**src/rtl/svts_regs.svh**
```systemverilog
// Register offsets, field positions, reset values and timing constants
// Assumes inclusion by the timing sequencer top module and the bench only
`ifndef SVTS_REGS_SVH
`define SVTS_REGS_SVH

// ****************************************
// Clock and timebase
// ****************************************
`define SVTS_CLK_PERIOD_NS 100
`define SVTS_TICK_US 1

// ****************************************
// Register offsets
// ****************************************
`define SVTS_ADDR_CTRL 8'h00
`define SVTS_ADDR_FILT 8'h04
`define SVTS_ADDR_STATUS 8'h08
`define SVTS_ADDR_MASK 8'h0C
`define SVTS_ADDR_STATE 8'h10

// ****************************************
// Field positions
// ****************************************
`define SVTS_CTRL_RDLY_LSB 0
`define SVTS_CTRL_WDLY_LSB 3
`define SVTS_CTRL_ESM_LSB 6
`define SVTS_FILT_W 10
`define SVTS_ST_FAST_LSB 0
`define SVTS_ST_ESM_BIT 3
`define SVTS_ST_WDOG_BIT 4
`define SVTS_ST_READY_BIT 5

// ****************************************
// Reset values
// ****************************************
`define SVTS_CTRL_RESET 8'h00
`define SVTS_FILT_RESET 10'h3FF
`define SVTS_MASK_RESET 6'h1F

// ****************************************
// Timing, in microseconds
// ****************************************
`define SVTS_LOAD_US 1000
`define SVTS_BIST_US 10000
`define SVTS_RDLY0_US 200
`define SVTS_RDLY1_US 1000
`define SVTS_RDLY2_US 10000
`define SVTS_RDLY3_US 16000
`define SVTS_RDLY4_US 20000
`define SVTS_RDLY5_US 70000
`define SVTS_RDLY6_US 100000
`define SVTS_RDLY7_US 200000
`define SVTS_WDLY0_US 1000
`define SVTS_WDLY1_US 2000
`define SVTS_WDLY2_US 5000
`define SVTS_WDLY3_US 10000
`define SVTS_WDLY4_US 20000
`define SVTS_WDLY5_US 50000
`define SVTS_WDLY6_US 100000
`define SVTS_WDLY7_US 200000
`define SVTS_ESM0_US 10
`define SVTS_ESM1_US 25
`define SVTS_ESM2_US 50
`define SVTS_ESM3_US 100

`endif

```
**src/rtl/svts_pkg.sv**
```systemverilog
// Types shared by the supervisor timing sequencer
// Assumes the constants header is on the include path
package svts_pkg;

    typedef enum logic [2:0] {
        SVTS_PWR_LOAD = 3'b001,
        SVTS_PWR_TEST = 3'b010,
        SVTS_PWR_READY = 3'b100
    } svts_pwr_state_t;

    typedef struct packed {
        logic [1:0] esm_deb;
        logic [2:0] wdo_dly;
        logic [2:0] rst_dly;
    } svts_ctrl_t;

    typedef struct packed {
        logic ready;
        logic wdog;
        logic error_signal_input;
        logic [2:0] fast;
    } svts_events_t;

endpackage

```
**src/rtl/svts_top.sv**
```systemverilog
// Supervisor timing sequencer: power-up sequence, fault filtering and
// the reset, watchdog and interrupt output timing.
// Assumes one 10 MHz clock, pins synchronised here, and a watchdog
// violation pulse from logic on the same clock.
`timescale 1ns/100ps
`include "svts_regs.svh"

// Overview of operation
// With self test chosen, ready within 12 ms of power-on, load included
// Without self test, ready within 2 ms of power-on, load included
// Serial register access opens the same edge self test completes
// Reset output goes low within 25 us of a detected fault
// Watchdog output goes low within 25 us of a watchdog fault
// Interrupt for non fast faults asserts within 25 us
// Fast faults reach detection within the filter time plus little delay
// Three-bit field picks reset delay 200us(chosen),1,10,16,20,70,100,200 ms
// Three-bit field picks watchdog delay 1,2,5,10,20,50,100,200 ms
// Two-bit field picks error input debounce 10,25,50,100 us
// Per channel fast fault filter spans 0.1 us to 102.4 us
// After reset filters are 102.4 us and fault interrupts enabled
// Reset output releases only after full delay with no fault
module svts_top import svts_pkg::*; #(
    parameter int TICK_US = `SVTS_TICK_US
) (
    input wire logic clk_in, // 10 MHz clock
    input wire logic rst_n_in, // Async reset, active low
    input wire logic self_test_on_power_up_in, // Strap: run self test
    input wire logic [2:0] fast_fault_in, // Raw OV/UV comparator per channel
    input wire logic error_signal_input_in, // Error signal pin, high is error
    input wire logic watchdog_violation_in, // One-cycle watchdog fault pulse
    input wire logic [7:0] addr_in, // Register byte address
    input wire logic [31:0] wr_data_in, // Write data
    input wire logic wr_en_in, // Write strobe
    input wire logic rd_en_in, // Read strobe
    output logic [31:0] rd_data_out, // Read data, cycle after strobe
    output logic reset_output_n_out, // Reset pin level
    output logic reset_output_oe_out, // Reset pin driven low
    output logic watchdog_fault_output_n_out, // Watchdog pin level
    output logic watchdog_fault_output_oe_out, // Watchdog pin driven low
    output logic interrupt_output_n_out, // Interrupt pin level
    output logic interrupt_output_oe_out, // Interrupt pin driven low
    output logic ready_out, // Power-up sequence complete
    output logic serial_active_out // Register access open
);

    localparam int TICK_CYCLES = TICK_US * 1000 / `SVTS_CLK_PERIOD_NS;

    // Time to timebase ticks, rounded down, at least one
    function automatic logic [17:0] to_ticks(input int us);
        int t;
        t = us / TICK_US;
        if (t < 1) begin
            t = 1;
        end
        return 18'(t);
    endfunction

    // Debounce time to clock cycles
    function automatic logic [9:0] to_cycles(input int us);
        return 10'(us * 1000 / `SVTS_CLK_PERIOD_NS - 1);
    endfunction

    // ****************************************
    // Input synchronisers
    // ****************************************
    logic [4:0] sync_a;
    logic [4:0] sync_b;
    wire logic [2:0] fast_s = sync_b[2:0];
    wire logic esm_s = sync_b[3];
    wire logic strap_s = sync_b[4];

    always_ff @(posedge clk_in or negedge rst_n_in) begin
        if (!rst_n_in) begin
            sync_a <= 5'h00;
            sync_b <= 5'h00;
        end else begin
            sync_a <= {self_test_on_power_up_in, error_signal_input_in, fast_fault_in};
            sync_b <= sync_a;
        end
    end

    // ****************************************
    // Timebase
    // ****************************************
    logic [15:0] tick_cnt;
    wire logic tick = (tick_cnt == 16'(TICK_CYCLES - 1));

    always_ff @(posedge clk_in or negedge rst_n_in) begin
        if (!rst_n_in) begin
            tick_cnt <= 16'h0000;
        end else begin
            tick_cnt <= tick ? 16'h0000 : tick_cnt + 16'h0001;
        end
    end

    // ****************************************
    // Registers
    // ****************************************
    svts_ctrl_t ctrl;
    logic [29:0] filt;
    logic [5:0] status;
    logic [5:0] mask;
    svts_events_t events;
    logic ready;

    wire logic acc_wr = wr_en_in && ready;
    wire logic acc_rd = rd_en_in && ready;
    wire logic wr_ctrl = acc_wr && (addr_in == `SVTS_ADDR_CTRL);
    wire logic wr_filt = acc_wr && (addr_in == `SVTS_ADDR_FILT);
    wire logic wr_stat = acc_wr && (addr_in == `SVTS_ADDR_STATUS);
    wire logic wr_mask = acc_wr && (addr_in == `SVTS_ADDR_MASK);
    wire logic [5:0] clr_bits = wr_stat ? wr_data_in[5:0] : 6'h00;
    wire logic [5:0] next_status = (status & ~clr_bits) | events;
    wire svts_ctrl_t next_ctrl = '{
        esm_deb: wr_data_in[`SVTS_CTRL_ESM_LSB +: 2],
        wdo_dly: wr_data_in[`SVTS_CTRL_WDLY_LSB +: 3],
        rst_dly: wr_data_in[`SVTS_CTRL_RDLY_LSB +: 3]};

    always_ff @(posedge clk_in or negedge rst_n_in) begin
        if (!rst_n_in) begin
            ctrl <= `SVTS_CTRL_RESET;
            filt <= {3{`SVTS_FILT_RESET}};
            mask <= `SVTS_MASK_RESET;
            status <= 6'h00;
        end else begin
            ctrl <= wr_ctrl ? next_ctrl : ctrl;
            filt <= wr_filt ? wr_data_in[29:0] : filt;
            mask <= wr_mask ? wr_data_in[5:0] : mask;
            status <= next_status;
        end
    end

    // ****************************************
    // Power-up sequence
    // ****************************************
    svts_pwr_state_t pwr_state;
    logic [17:0] pwr_cnt;
    logic test_sel;
    wire logic load_done = tick && (pwr_cnt == to_ticks(`SVTS_LOAD_US) - 18'h00001);
    wire logic bist_done = tick && (pwr_cnt == to_ticks(`SVTS_BIST_US) - 18'h00001);
    logic go_ready;

    always_comb begin
        go_ready = 1'b0;
        unique case (pwr_state)
            SVTS_PWR_LOAD: go_ready = load_done && !strap_s;
            SVTS_PWR_TEST: go_ready = bist_done;
            SVTS_PWR_READY: go_ready = 1'b0;
            default: go_ready = 1'b0;
        endcase
    end

    always_ff @(posedge clk_in or negedge rst_n_in) begin
        if (!rst_n_in) begin
            pwr_state <= SVTS_PWR_LOAD;
            pwr_cnt <= 18'h00000;
            test_sel <= 1'b0;
            ready <= 1'b0;
        end else begin
            ready <= ready | go_ready;
            unique case (pwr_state)
                SVTS_PWR_LOAD: begin
                    if (load_done) begin
                        test_sel <= strap_s;
                        pwr_state <= strap_s ? SVTS_PWR_TEST : SVTS_PWR_READY;
                        pwr_cnt <= 18'h00000;
                    end else if (tick) begin
                        pwr_cnt <= pwr_cnt + 18'h00001;
                    end
                end
                SVTS_PWR_TEST: begin
                    if (bist_done) begin
                        pwr_state <= SVTS_PWR_READY;
                    end else if (tick) begin
                        pwr_cnt <= pwr_cnt + 18'h00001;
                    end
                end
                SVTS_PWR_READY: pwr_state <= SVTS_PWR_READY;
                default: pwr_state <= SVTS_PWR_LOAD;
            endcase
        end
    end

    // ****************************************
    // Fast fault deglitch, one per channel
    // ****************************************
    logic [2:0] fast_det;

    for (genvar ch = 0; ch < 3; ch++) begin : g_fast
        logic [9:0] cnt;
        wire logic [9:0] setting = filt[ch * `SVTS_FILT_W +: `SVTS_FILT_W];
        always_ff @(posedge clk_in or negedge rst_n_in) begin
            if (!rst_n_in) begin
                cnt <= 10'h000;
                fast_det[ch] <= 1'b0;
            end else if (!fast_s[ch]) begin
                cnt <= 10'h000;
                fast_det[ch] <= 1'b0;
            end else if (cnt >= setting) begin
                fast_det[ch] <= 1'b1;
            end else begin
                cnt <= cnt + 10'h001;
            end
        end
    end

    // ****************************************
    // Error signal input debounce
    // ****************************************
    logic [9:0] esm_cnt;
    logic esm_det;
    logic [9:0] esm_limit;

    always_comb begin
        esm_limit = to_cycles(`SVTS_ESM0_US);
        unique case (ctrl.esm_deb)
            2'h0: esm_limit = to_cycles(`SVTS_ESM0_US);
            2'h1: esm_limit = to_cycles(`SVTS_ESM1_US);
            2'h2: esm_limit = to_cycles(`SVTS_ESM2_US);
            2'h3: esm_limit = to_cycles(`SVTS_ESM3_US);
        endcase
    end

    always_ff @(posedge clk_in or negedge rst_n_in) begin
        if (!rst_n_in) begin
            esm_cnt <= 10'h000;
            esm_det <= 1'b0;
        end else if (!esm_s) begin
            esm_cnt <= 10'h000;
            esm_det <= 1'b0;
        end else if (esm_cnt >= esm_limit) begin
            esm_det <= 1'b1;
        end else begin
            esm_cnt <= esm_cnt + 10'h001;
        end
    end

    // ****************************************
    // Delay selection
    // ****************************************
    logic [17:0] rst_limit;
    logic [17:0] wdo_limit;

    always_comb begin
        rst_limit = to_ticks(`SVTS_RDLY0_US);
        unique case (ctrl.rst_dly)
            3'h0: rst_limit = to_ticks(`SVTS_RDLY0_US);
            3'h1: rst_limit = to_ticks(`SVTS_RDLY1_US);
            3'h2: rst_limit = to_ticks(`SVTS_RDLY2_US);
            3'h3: rst_limit = to_ticks(`SVTS_RDLY3_US);
            3'h4: rst_limit = to_ticks(`SVTS_RDLY4_US);
            3'h5: rst_limit = to_ticks(`SVTS_RDLY5_US);
            3'h6: rst_limit = to_ticks(`SVTS_RDLY6_US);
            3'h7: rst_limit = to_ticks(`SVTS_RDLY7_US);
        endcase
        wdo_limit = to_ticks(`SVTS_WDLY0_US);
        unique case (ctrl.wdo_dly)
            3'h0: wdo_limit = to_ticks(`SVTS_WDLY0_US);
            3'h1: wdo_limit = to_ticks(`SVTS_WDLY1_US);
            3'h2: wdo_limit = to_ticks(`SVTS_WDLY2_US);
            3'h3: wdo_limit = to_ticks(`SVTS_WDLY3_US);
            3'h4: wdo_limit = to_ticks(`SVTS_WDLY4_US);
            3'h5: wdo_limit = to_ticks(`SVTS_WDLY5_US);
            3'h6: wdo_limit = to_ticks(`SVTS_WDLY6_US);
            3'h7: wdo_limit = to_ticks(`SVTS_WDLY7_US);
        endcase
    end

    // ****************************************
    // Reset output timing
    // ****************************************
    wire logic fault_any = (|fast_det) || esm_det || watchdog_violation_in;
    logic [17:0] rst_cnt;
    wire logic rst_hold = !ready || fault_any;
    wire logic rst_elapsed = (rst_cnt >= rst_limit);

    always_ff @(posedge clk_in or negedge rst_n_in) begin
        if (!rst_n_in) begin
            rst_cnt <= 18'h00000;
            reset_output_n_out <= 1'b0;
            reset_output_oe_out <= 1'b1;
        end else if (rst_hold) begin
            rst_cnt <= 18'h00000;
            reset_output_n_out <= 1'b0;
            reset_output_oe_out <= 1'b1;
        end else if (rst_elapsed) begin
            reset_output_n_out <= 1'b1;
            reset_output_oe_out <= 1'b0;
        end else if (tick) begin
            rst_cnt <= rst_cnt + 18'h00001;
        end
    end

    // ****************************************
    // Watchdog output timing
    // ****************************************
    logic [17:0] wdo_cnt;

    always_ff @(posedge clk_in or negedge rst_n_in) begin
        if (!rst_n_in) begin
            wdo_cnt <= 18'h00000;
            watchdog_fault_output_n_out <= 1'b1;
            watchdog_fault_output_oe_out <= 1'b0;
        end else if (watchdog_violation_in) begin
            wdo_cnt <= 18'h00000;
            watchdog_fault_output_n_out <= 1'b0;
            watchdog_fault_output_oe_out <= 1'b1;
        end else if (!watchdog_fault_output_n_out && wdo_cnt >= wdo_limit) begin
            watchdog_fault_output_n_out <= 1'b1;
            watchdog_fault_output_oe_out <= 1'b0;
        end else if (!watchdog_fault_output_n_out && tick) begin
            wdo_cnt <= wdo_cnt + 18'h00001;
        end
    end

    // ****************************************
    // Interrupt and status events
    // ****************************************
    assign events.fast = fast_det;
    assign events.error_signal_input = esm_det;
    assign events.wdog = watchdog_violation_in;
    assign events.ready = go_ready;
    wire logic irq_live = |(status & mask);

    always_ff @(posedge clk_in or negedge rst_n_in) begin
        if (!rst_n_in) begin
            interrupt_output_n_out <= 1'b1;
            interrupt_output_oe_out <= 1'b0;
            ready_out <= 1'b0;
            serial_active_out <= 1'b0;
        end else begin
            interrupt_output_n_out <= !irq_live;
            interrupt_output_oe_out <= irq_live;
            ready_out <= ready | go_ready;
            serial_active_out <= ready | go_ready;
        end
    end

    // ****************************************
    // Read path
    // ****************************************
    wire logic [31:0] state_word = {24'h000000, !watchdog_fault_output_n_out,
        !reset_output_n_out, esm_det, fast_det, test_sel, ready};
    logic [31:0] rd_mux;

    always_comb begin
        unique case (addr_in)
            `SVTS_ADDR_CTRL: rd_mux = {24'h000000, ctrl};
            `SVTS_ADDR_FILT: rd_mux = {2'h0, filt};
            `SVTS_ADDR_STATUS: rd_mux = {26'h0000000, status};
            `SVTS_ADDR_MASK: rd_mux = {26'h0000000, mask};
            `SVTS_ADDR_STATE: rd_mux = state_word;
            default: rd_mux = 32'h00000000;
        endcase
    end

    always_ff @(posedge clk_in or negedge rst_n_in) begin
        if (!rst_n_in) begin
            rd_data_out <= 32'h00000000;
        end else begin
            rd_data_out <= acc_rd ? rd_mux : 32'h00000000;
        end
    end

endmodule

```
**config.mk**
```make
export PLATFORM = sky130hd
export DESIGN_NAME = svts_top
export DESIGN_NICKNAME = d
export VERILOG_FILES = /design/src/rtl/svts_pkg.sv /design/src/rtl/svts_top.sv
export VERILOG_INCLUDE_DIRS = /design/src /design/src/rtl
export SDC_FILE = /design/constraint.sdc
export NUM_CORES = 1
export LEC_CHECK = 0
export BUFFER_PORTS_ARGS = -buffer_cell sky130_fd_sc_hd__buf_2
export CAP_MARGIN = 5
export CORE_ASPECT_RATIO = 1.5
export CORE_MARGIN = 2
export CORE_UTILIZATION = 45
export CTS_CLUSTER_DIAMETER = 50
export DETAILED_ROUTE_END_ITERATION = 10
export SYNTH_ARGS = -nofsm -noshare
export SYNTH_HDL_FRONTEND = slang
export SYNTH_SLANG_ARGS = --single-unit
```
**constraint.sdc**
```tcl
create_clock -name clk_in -period 5.3 [get_ports clk_in]
set_input_delay 0.53 -clock clk_in [delete_from_list [all_inputs] [get_ports clk_in]]
set_output_delay 0.53 -clock clk_in [all_outputs]
set_load 0.02 [all_outputs]
```
# Yosys cells after proc, flatten, opt, wreduce, memory -nomap -nowiden
# Memories as Yosys holds them, arrays and structs flattened.
# Index checks and enable logic that the tools add are counted.
dict set report totals {
  ff_bits 217
  rom_bits 240
  mem_count 2
}
# name words width rd rd_ports_with_merged_regs wr line
set memory_table {}
lappend memory_table {{(no name shown)} 8 15 1 0 0 svts_top.sv:246} ;# unique case (ctrl.rst_dly)
lappend memory_table {{(no name shown)} 8 15 1 0 0 svts_top.sv:257} ;# unique case (ctrl.wdo_dly)
dict set report op_classes {
  n_eq_ne 26
  n_addsub 8
  bitwise 5
  order_cmp 6
  n_mux 44
  n_reduce_logical 33
}
# cell n
set op_table {}
lappend op_table {{18-bit 2-to-1 mux} 9}
lappend op_table {{30-bit one-hot mux with 5 select lines} 1}
lappend op_table {{10-bit 2-to-1 mux} 8}
lappend op_table {{18-bit by 1-bit adder with 18-bit output (second input constant)} 3}
lappend op_table {{10-bit by 1-bit adder with 10-bit output (second input constant)} 4}
lappend op_table {{10-bit >= comparator} 4}
lappend op_table {{10-bit one-hot mux with 4 select lines} 1}
lappend op_table {{18-bit >= comparator} 2}
lappend op_table {{18-bit one-hot mux with 2 select lines} 1}
lappend op_table {{32-bit 2-to-1 mux} 1}
lappend op_table {{18-bit by 10-bit equality test with 1-bit output (second input constant)} 1}
lappend op_table {{18-bit by 14-bit equality test with 1-bit output (second input constant)} 1}
lappend op_table {{2-bit != test (second input constant)} 9}
lappend op_table {{16-bit by 1-bit adder with 16-bit output (second input constant)} 1}
lappend op_table {{16-bit by 4-bit equality test with 1-bit output (second input constant)} 1}
lappend op_table {{8-bit by 4-bit equality test with 1-bit output (second input constant)} 2}
lappend op_table {{1-bit 2-to-1 mux} 16}
lappend op_table {{16-bit 2-to-1 mux} 1}
lappend op_table {{6-bit bitwise AND} 2}
lappend op_table {{1-bit logical AND} 11}
lappend op_table {{2-bit AND reduction} 5}
lappend op_table {{2-bit nonzero test} 5}
lappend op_table {{3-bit 2-to-1 mux} 3}
lappend op_table {{3-bit one-hot mux with 3 select lines} 1}
lappend op_table {{19 further kinds} 29}

# Longest topological paths before layout
dict set report logic_depth {
  ltp_word 6
  ltp_mapped 12
  depth_no_buf 11
}

# Worst setup path after synthesis
# OpenSTA, ideal clock, no wires.
dict set report synth_path {
  kind {register -> register}
  start {reg ctrl[3] (netlist bit)}
  end {reg wdo_cnt[12]}
  stages_incl_launch_ff 12
  n_path_buf 1
  setup_time_ps 78
  t_arrival_ps 2807
  slack_ps 2415
  t_required_ps 5222
  cell_sequence {dfrtp_1 -> inv_1 -> ha_1 -> nand2b_1 -> ha_1 -> a21oi_1 -> o21ai_0 -> a211oi_1 -> nand4_1 -> buf_2 -> or4_1 -> a21oi_1}
}
dict set report synth_between {
  elab_chain_len 5
}
# item line
set synth_lines {}
lappend synth_lines {{start: declaration} svts_top.sv:99} ;# svts_ctrl_t ctrl;
lappend synth_lines {{start signal: assignment} svts_top.sv:121} ;# ctrl <= `SVTS_CTRL_RESET;
lappend synth_lines {{start signal: assignment} svts_top.sv:126} ;# ctrl <= wr_ctrl ? next_ctrl : ctrl;
lappend synth_lines {{memory 8 x 15 bit} -}
lappend synth_lines {{18-bit >= comparator} svts_top.sv:308} ;# end else if (!watchdog_fault_output_n_out && wdo_cnt >= wdo_limit) begin
lappend synth_lines {{1-bit logical AND} svts_top.sv:308}
lappend synth_lines {{2-bit != test (no line)} -}
lappend synth_lines {{2-bit AND reduction (no line)} -}
lappend synth_lines {{end signal: assignment} svts_top.sv:312} ;# wdo_cnt <= wdo_cnt + 18'h00001;
lappend synth_lines {{end: declaration} svts_top.sv:297} ;# logic [17:0] wdo_cnt;
# Every way passes these cells.
# A chain may end at the register's enable or synchronous reset.

# Worst setup path in the final report
dict set report layout_path {
  start {reg ctrl[3] (netlist bit)}
  end {reg wdo_cnt[14]}
}
# The elaborated chain is that of the path after synthesis.

==> impl_results.md <==
- WL per Instance: 16.16 µm
- Fmax: 0.2737 GHz
- Initial antenna violation count: 0
- Setup WS pre-CTS: approximately 1.8 ns
- Worst-skew pair later-pin latency: 0.54 ns
- Final TNS setup: 0 ns
- Relative slew slack: 0.2147
- Peak VDD IR: about 250 µV
- Final Max Tran Viols: 0
- Avg Cell Area, Syn: approximately 10 µm²
- RSZ-0062 raised after global routing: false
- Total global routing overflow: 0
- # clock sinks: ~220
- CP Data Required Time: about 5.8 ns
- Worst Max-Slew Pin Slew: 1.170 ns
- Clock network power share: 0.498
- NumNets Final: ~1400
- TritonCTS clock tree: yes
- Internal power: about 0.0027 W
- Synth warn: 0
- Die height: roughly 200 µm
- Critical Path Start Type: flop
- Final setup viols: 0
- Die area: between 20000 and 30000 µm²
- Crit Path Max Fanout: 11
- Switch share: 0.2153
- Run status: complete, no violations
- Number of synthesized register bits: 215
- Synth Instances: roughly 1200
- Shortest period the worst path allows: 3.653 ns
- Drt initial violations: slightly above 300
- Root buffer cell: clkbuf_16
- Cell Area, Synth: about 12000 µm²
- Area growth syn-to-layout: 13.42%
- Switch Pwr: between 0.0007 and 0.0008 W
- Leading area contributor after synthesis: dfrtp_1
- Via-per-instance ratio: 5.532
- Diode count: 0
- Cell family with most CP delay: simple AND/OR/NAND/NOR gates
- WP buf/inv: 1
- DP Cell Count: 1554
- Layout cell share with drive strength beyond 1: 0.1727
- Dpl hpwl: between 15000 and 20000 µm
- Share of the clock period used by the worst path: 0.6893
- # DRC: 0
- Initial Util: 0.4560
- Core area: 25670 µm²
- Synth top area share: 0.3762
- Multi-input logic area: roughly 5800 µm²
- Most frequent cells in the layout: dfrtp_1, nand2_1, ha_1, a21oi_1, buf_2
- Commonest non-fill, non-tap cell in the layout: dfrtp_1
- Max-cap viol count: 0
- PortBufs: between 80 and 90
- CP max stage delay: 0.65 ns
- Worst path slowest cell: or4_1
- Crit-path cells: inv_1 -> ha_1 -> nand2b_1 -> ha_1 -> a21oi_1 -> o21ai_0 -> a211oi_1 -> nand4_1 -> or4_1 -> a21oi_1
- PwrDens: roughly 260 nW/µm²
- Pin count of the biggest net entering global routing: roughly 160
- Critical path type: reg2reg
- Row count: 72
- H-Tree Depth: 1
- Register clock-pin slew on the reported worst setup and hold paths: approximately 0.060 ns
- Critical path arrival: between 4 and 5 ns
- First-pass GRT wire length: approximately 44000 µm
- Drt total wl: 25880 µm
- DRT Pass-1 Iters: 5
- EDFF count, synth: 0
- Io pins: 90
- Total power: between 0.003 and 0.004 W
- Skew final: 0.02878 ns
- CTS buffer count: 25
- Maximum clock path buffer count: 3
- Register Area: 5429 µm²
- Total GRT Usage: 0.1942
- Worst hold path type: in2reg
- Register area share after synthesis: 0.4637
- Seq pwr share: 0.478
- Vias in the first global route: roughly 9000
- Routed Antenna Nets: 0
- GP Congestion: roughly 0.82
- Static leakage: ~5.9 nW
- Setup crit end kind: flop
- # fillers: ~2300
- Final count of hold timing violations: 0
- Combinational Power Share: 0.024
- Ys async rst share: 1.000
- Die width: 135.7 µm
- Finished Layout Cells: between 1500 and 2000
- Synth unique cells: 64
- Synth area leaders: dfrtp_1, ha_1, dfstp_2, a21oi_1, mux2_2
- Slack of the critical path: approximately 1.6 ns
- Vias: just under 9000
- Ys flop type: dfrtp_1
-- synth_stat cells (3+ instances only) --
cell type,number
buf_2,5
dfstp_2,39
a21oi_1,85
mux2_2,34
inv_1,78
nand2b_1,12
or4_1,21
nand3b_1,4
a222oi_1,6
or3_1,32
xnor2_1,22
nor2_1,71
a31oi_1,4
and2_1,29
nand3_1,48
a21o_1,17
and4_1,9
o21ai_0,61
nand2_1,95
buf_4,3
and3_1,13
a211oi_1,6
a32oi_1,3
nand4_1,21
dfrtp_1,176
ha_1,93
o211ai_1,5
xor2_1,14
a22oi_1,5
nor2b_1,6
o31ai_1,21
nor4_1,14
o21ai_1,3
or2_2,5
nor3_1,12
mux2_1,11
clkbuf_1,27
o21bai_1,5
nand4_2,3
mux2i_1,19
-- layout make-up --
class                           instances  share of cell area
Tap cell                              333             0.03138
Timing Repair Buffer                   90             0.03675
Multi-Input combinational cell        838              0.4384
Clock inverter                         11             0.01084
Sequential cell                       215              0.4088
Inverter                               79             0.02233
Clock buffer                           35             0.05145
-- sequential cells by signal (all words and copies together), names as in the netlist, 6 cells and up --
register,flops
ctrl,8
esm_cnt,10
filt,30
g_fast.cnt,30
mask,6
pwr_cnt,18
rd_data_out,30
rst_cnt,18
status,6
tick_cnt,16
wdo_cnt,18
-- kinds of logic after synthesis --
group | count (synthesis) | share of synthesized area
XOR/XNOR | 36 | 0.02693
other | 1 | 0.0003203
AND/OR/NAND/NOR | 405 | 0.1852
flip-flops | 215 | 0.4637
buffers and inverters | 116 | 0.03933
AO/OA/AOI/OAI | 238 | 0.1256
multiplexers | 64 | 0.05953
adder cells (fa/ha/maj) | 93 | 0.09939
-- stage by stage --
step / hold WS, ns / utilization / instance area, µm²
after CTS: 0.06560 / 0.5172 / 13280
after detailed placement: 0.3355 / 0.4846 / 12440
after global routing: 0.07300 / 0.5172 / 13280
after global placement: 0.3320 / 0.4846 / 12440
after floorplan: 0.2344 / - / 11710
final: 0.09103 / 0.5172 / 13280
-- routing by layer --
layer  global-route usage  up-vias  share of wire
met3              0.02923       52          0.037
met5                    0        -              0
met2               0.3575      136           0.53
li1                     -     4352              -
met4              0.07738        0          0.034
met1               0.2216     4317           0.40
-- power by group through the flow --
| stage | clock [W] | sequential [W] | combinational (W) |
|---|---|---|---|
| 6_report | 0.00173 | 0.00166 | 0.0000833 |
| 5_1_grt | 0.00186 | 0.00166 | 0.0000970 |
| 4_1_cts | 0.00179 | 0.00166 | 0.0000875 |
| 3_5_place_dp | 0 | 0.00169 | 0.0000867 |
| 3_3_place_gp | 0 | 0.00169 | 0.0000859 |
| 2_1_floorplan | 0 | 0.00168 | 0.0000242 |
-- timing repair --
item	4_1_cts	5_1_grt
hold buffers	1	0
buffers inserted	0	0
endpoints found under the hold margin	57	0
resized for setup	0	0
-- worst paths after layout --
| path | startpoint | endpoint | slack, ns | cells past startpoint |
|---|---|---|---|---|
| max in group asynchronous | rst_n_in | g_fast[2].cnt[1] | 3.60 | 3 |
| setup / recovery | ctrl[3] | wdo_cnt[14] | 1.65 | 10 |
| hold / removal | fast_fault_in[0] | sync_a[0] | 0.09 | 1 |
| hold reg to reg | sync_a[1] | sync_b[1] | 0.35 | 0 |
| min in group asynchronous | rst_n_in | rst_cnt[16] | 0.53 | 2 |
| setup reg to reg | ctrl[3] | wdo_cnt[14] | 1.65 | 10 |
No activity file was read; power rests on OpenSTA's default activity.
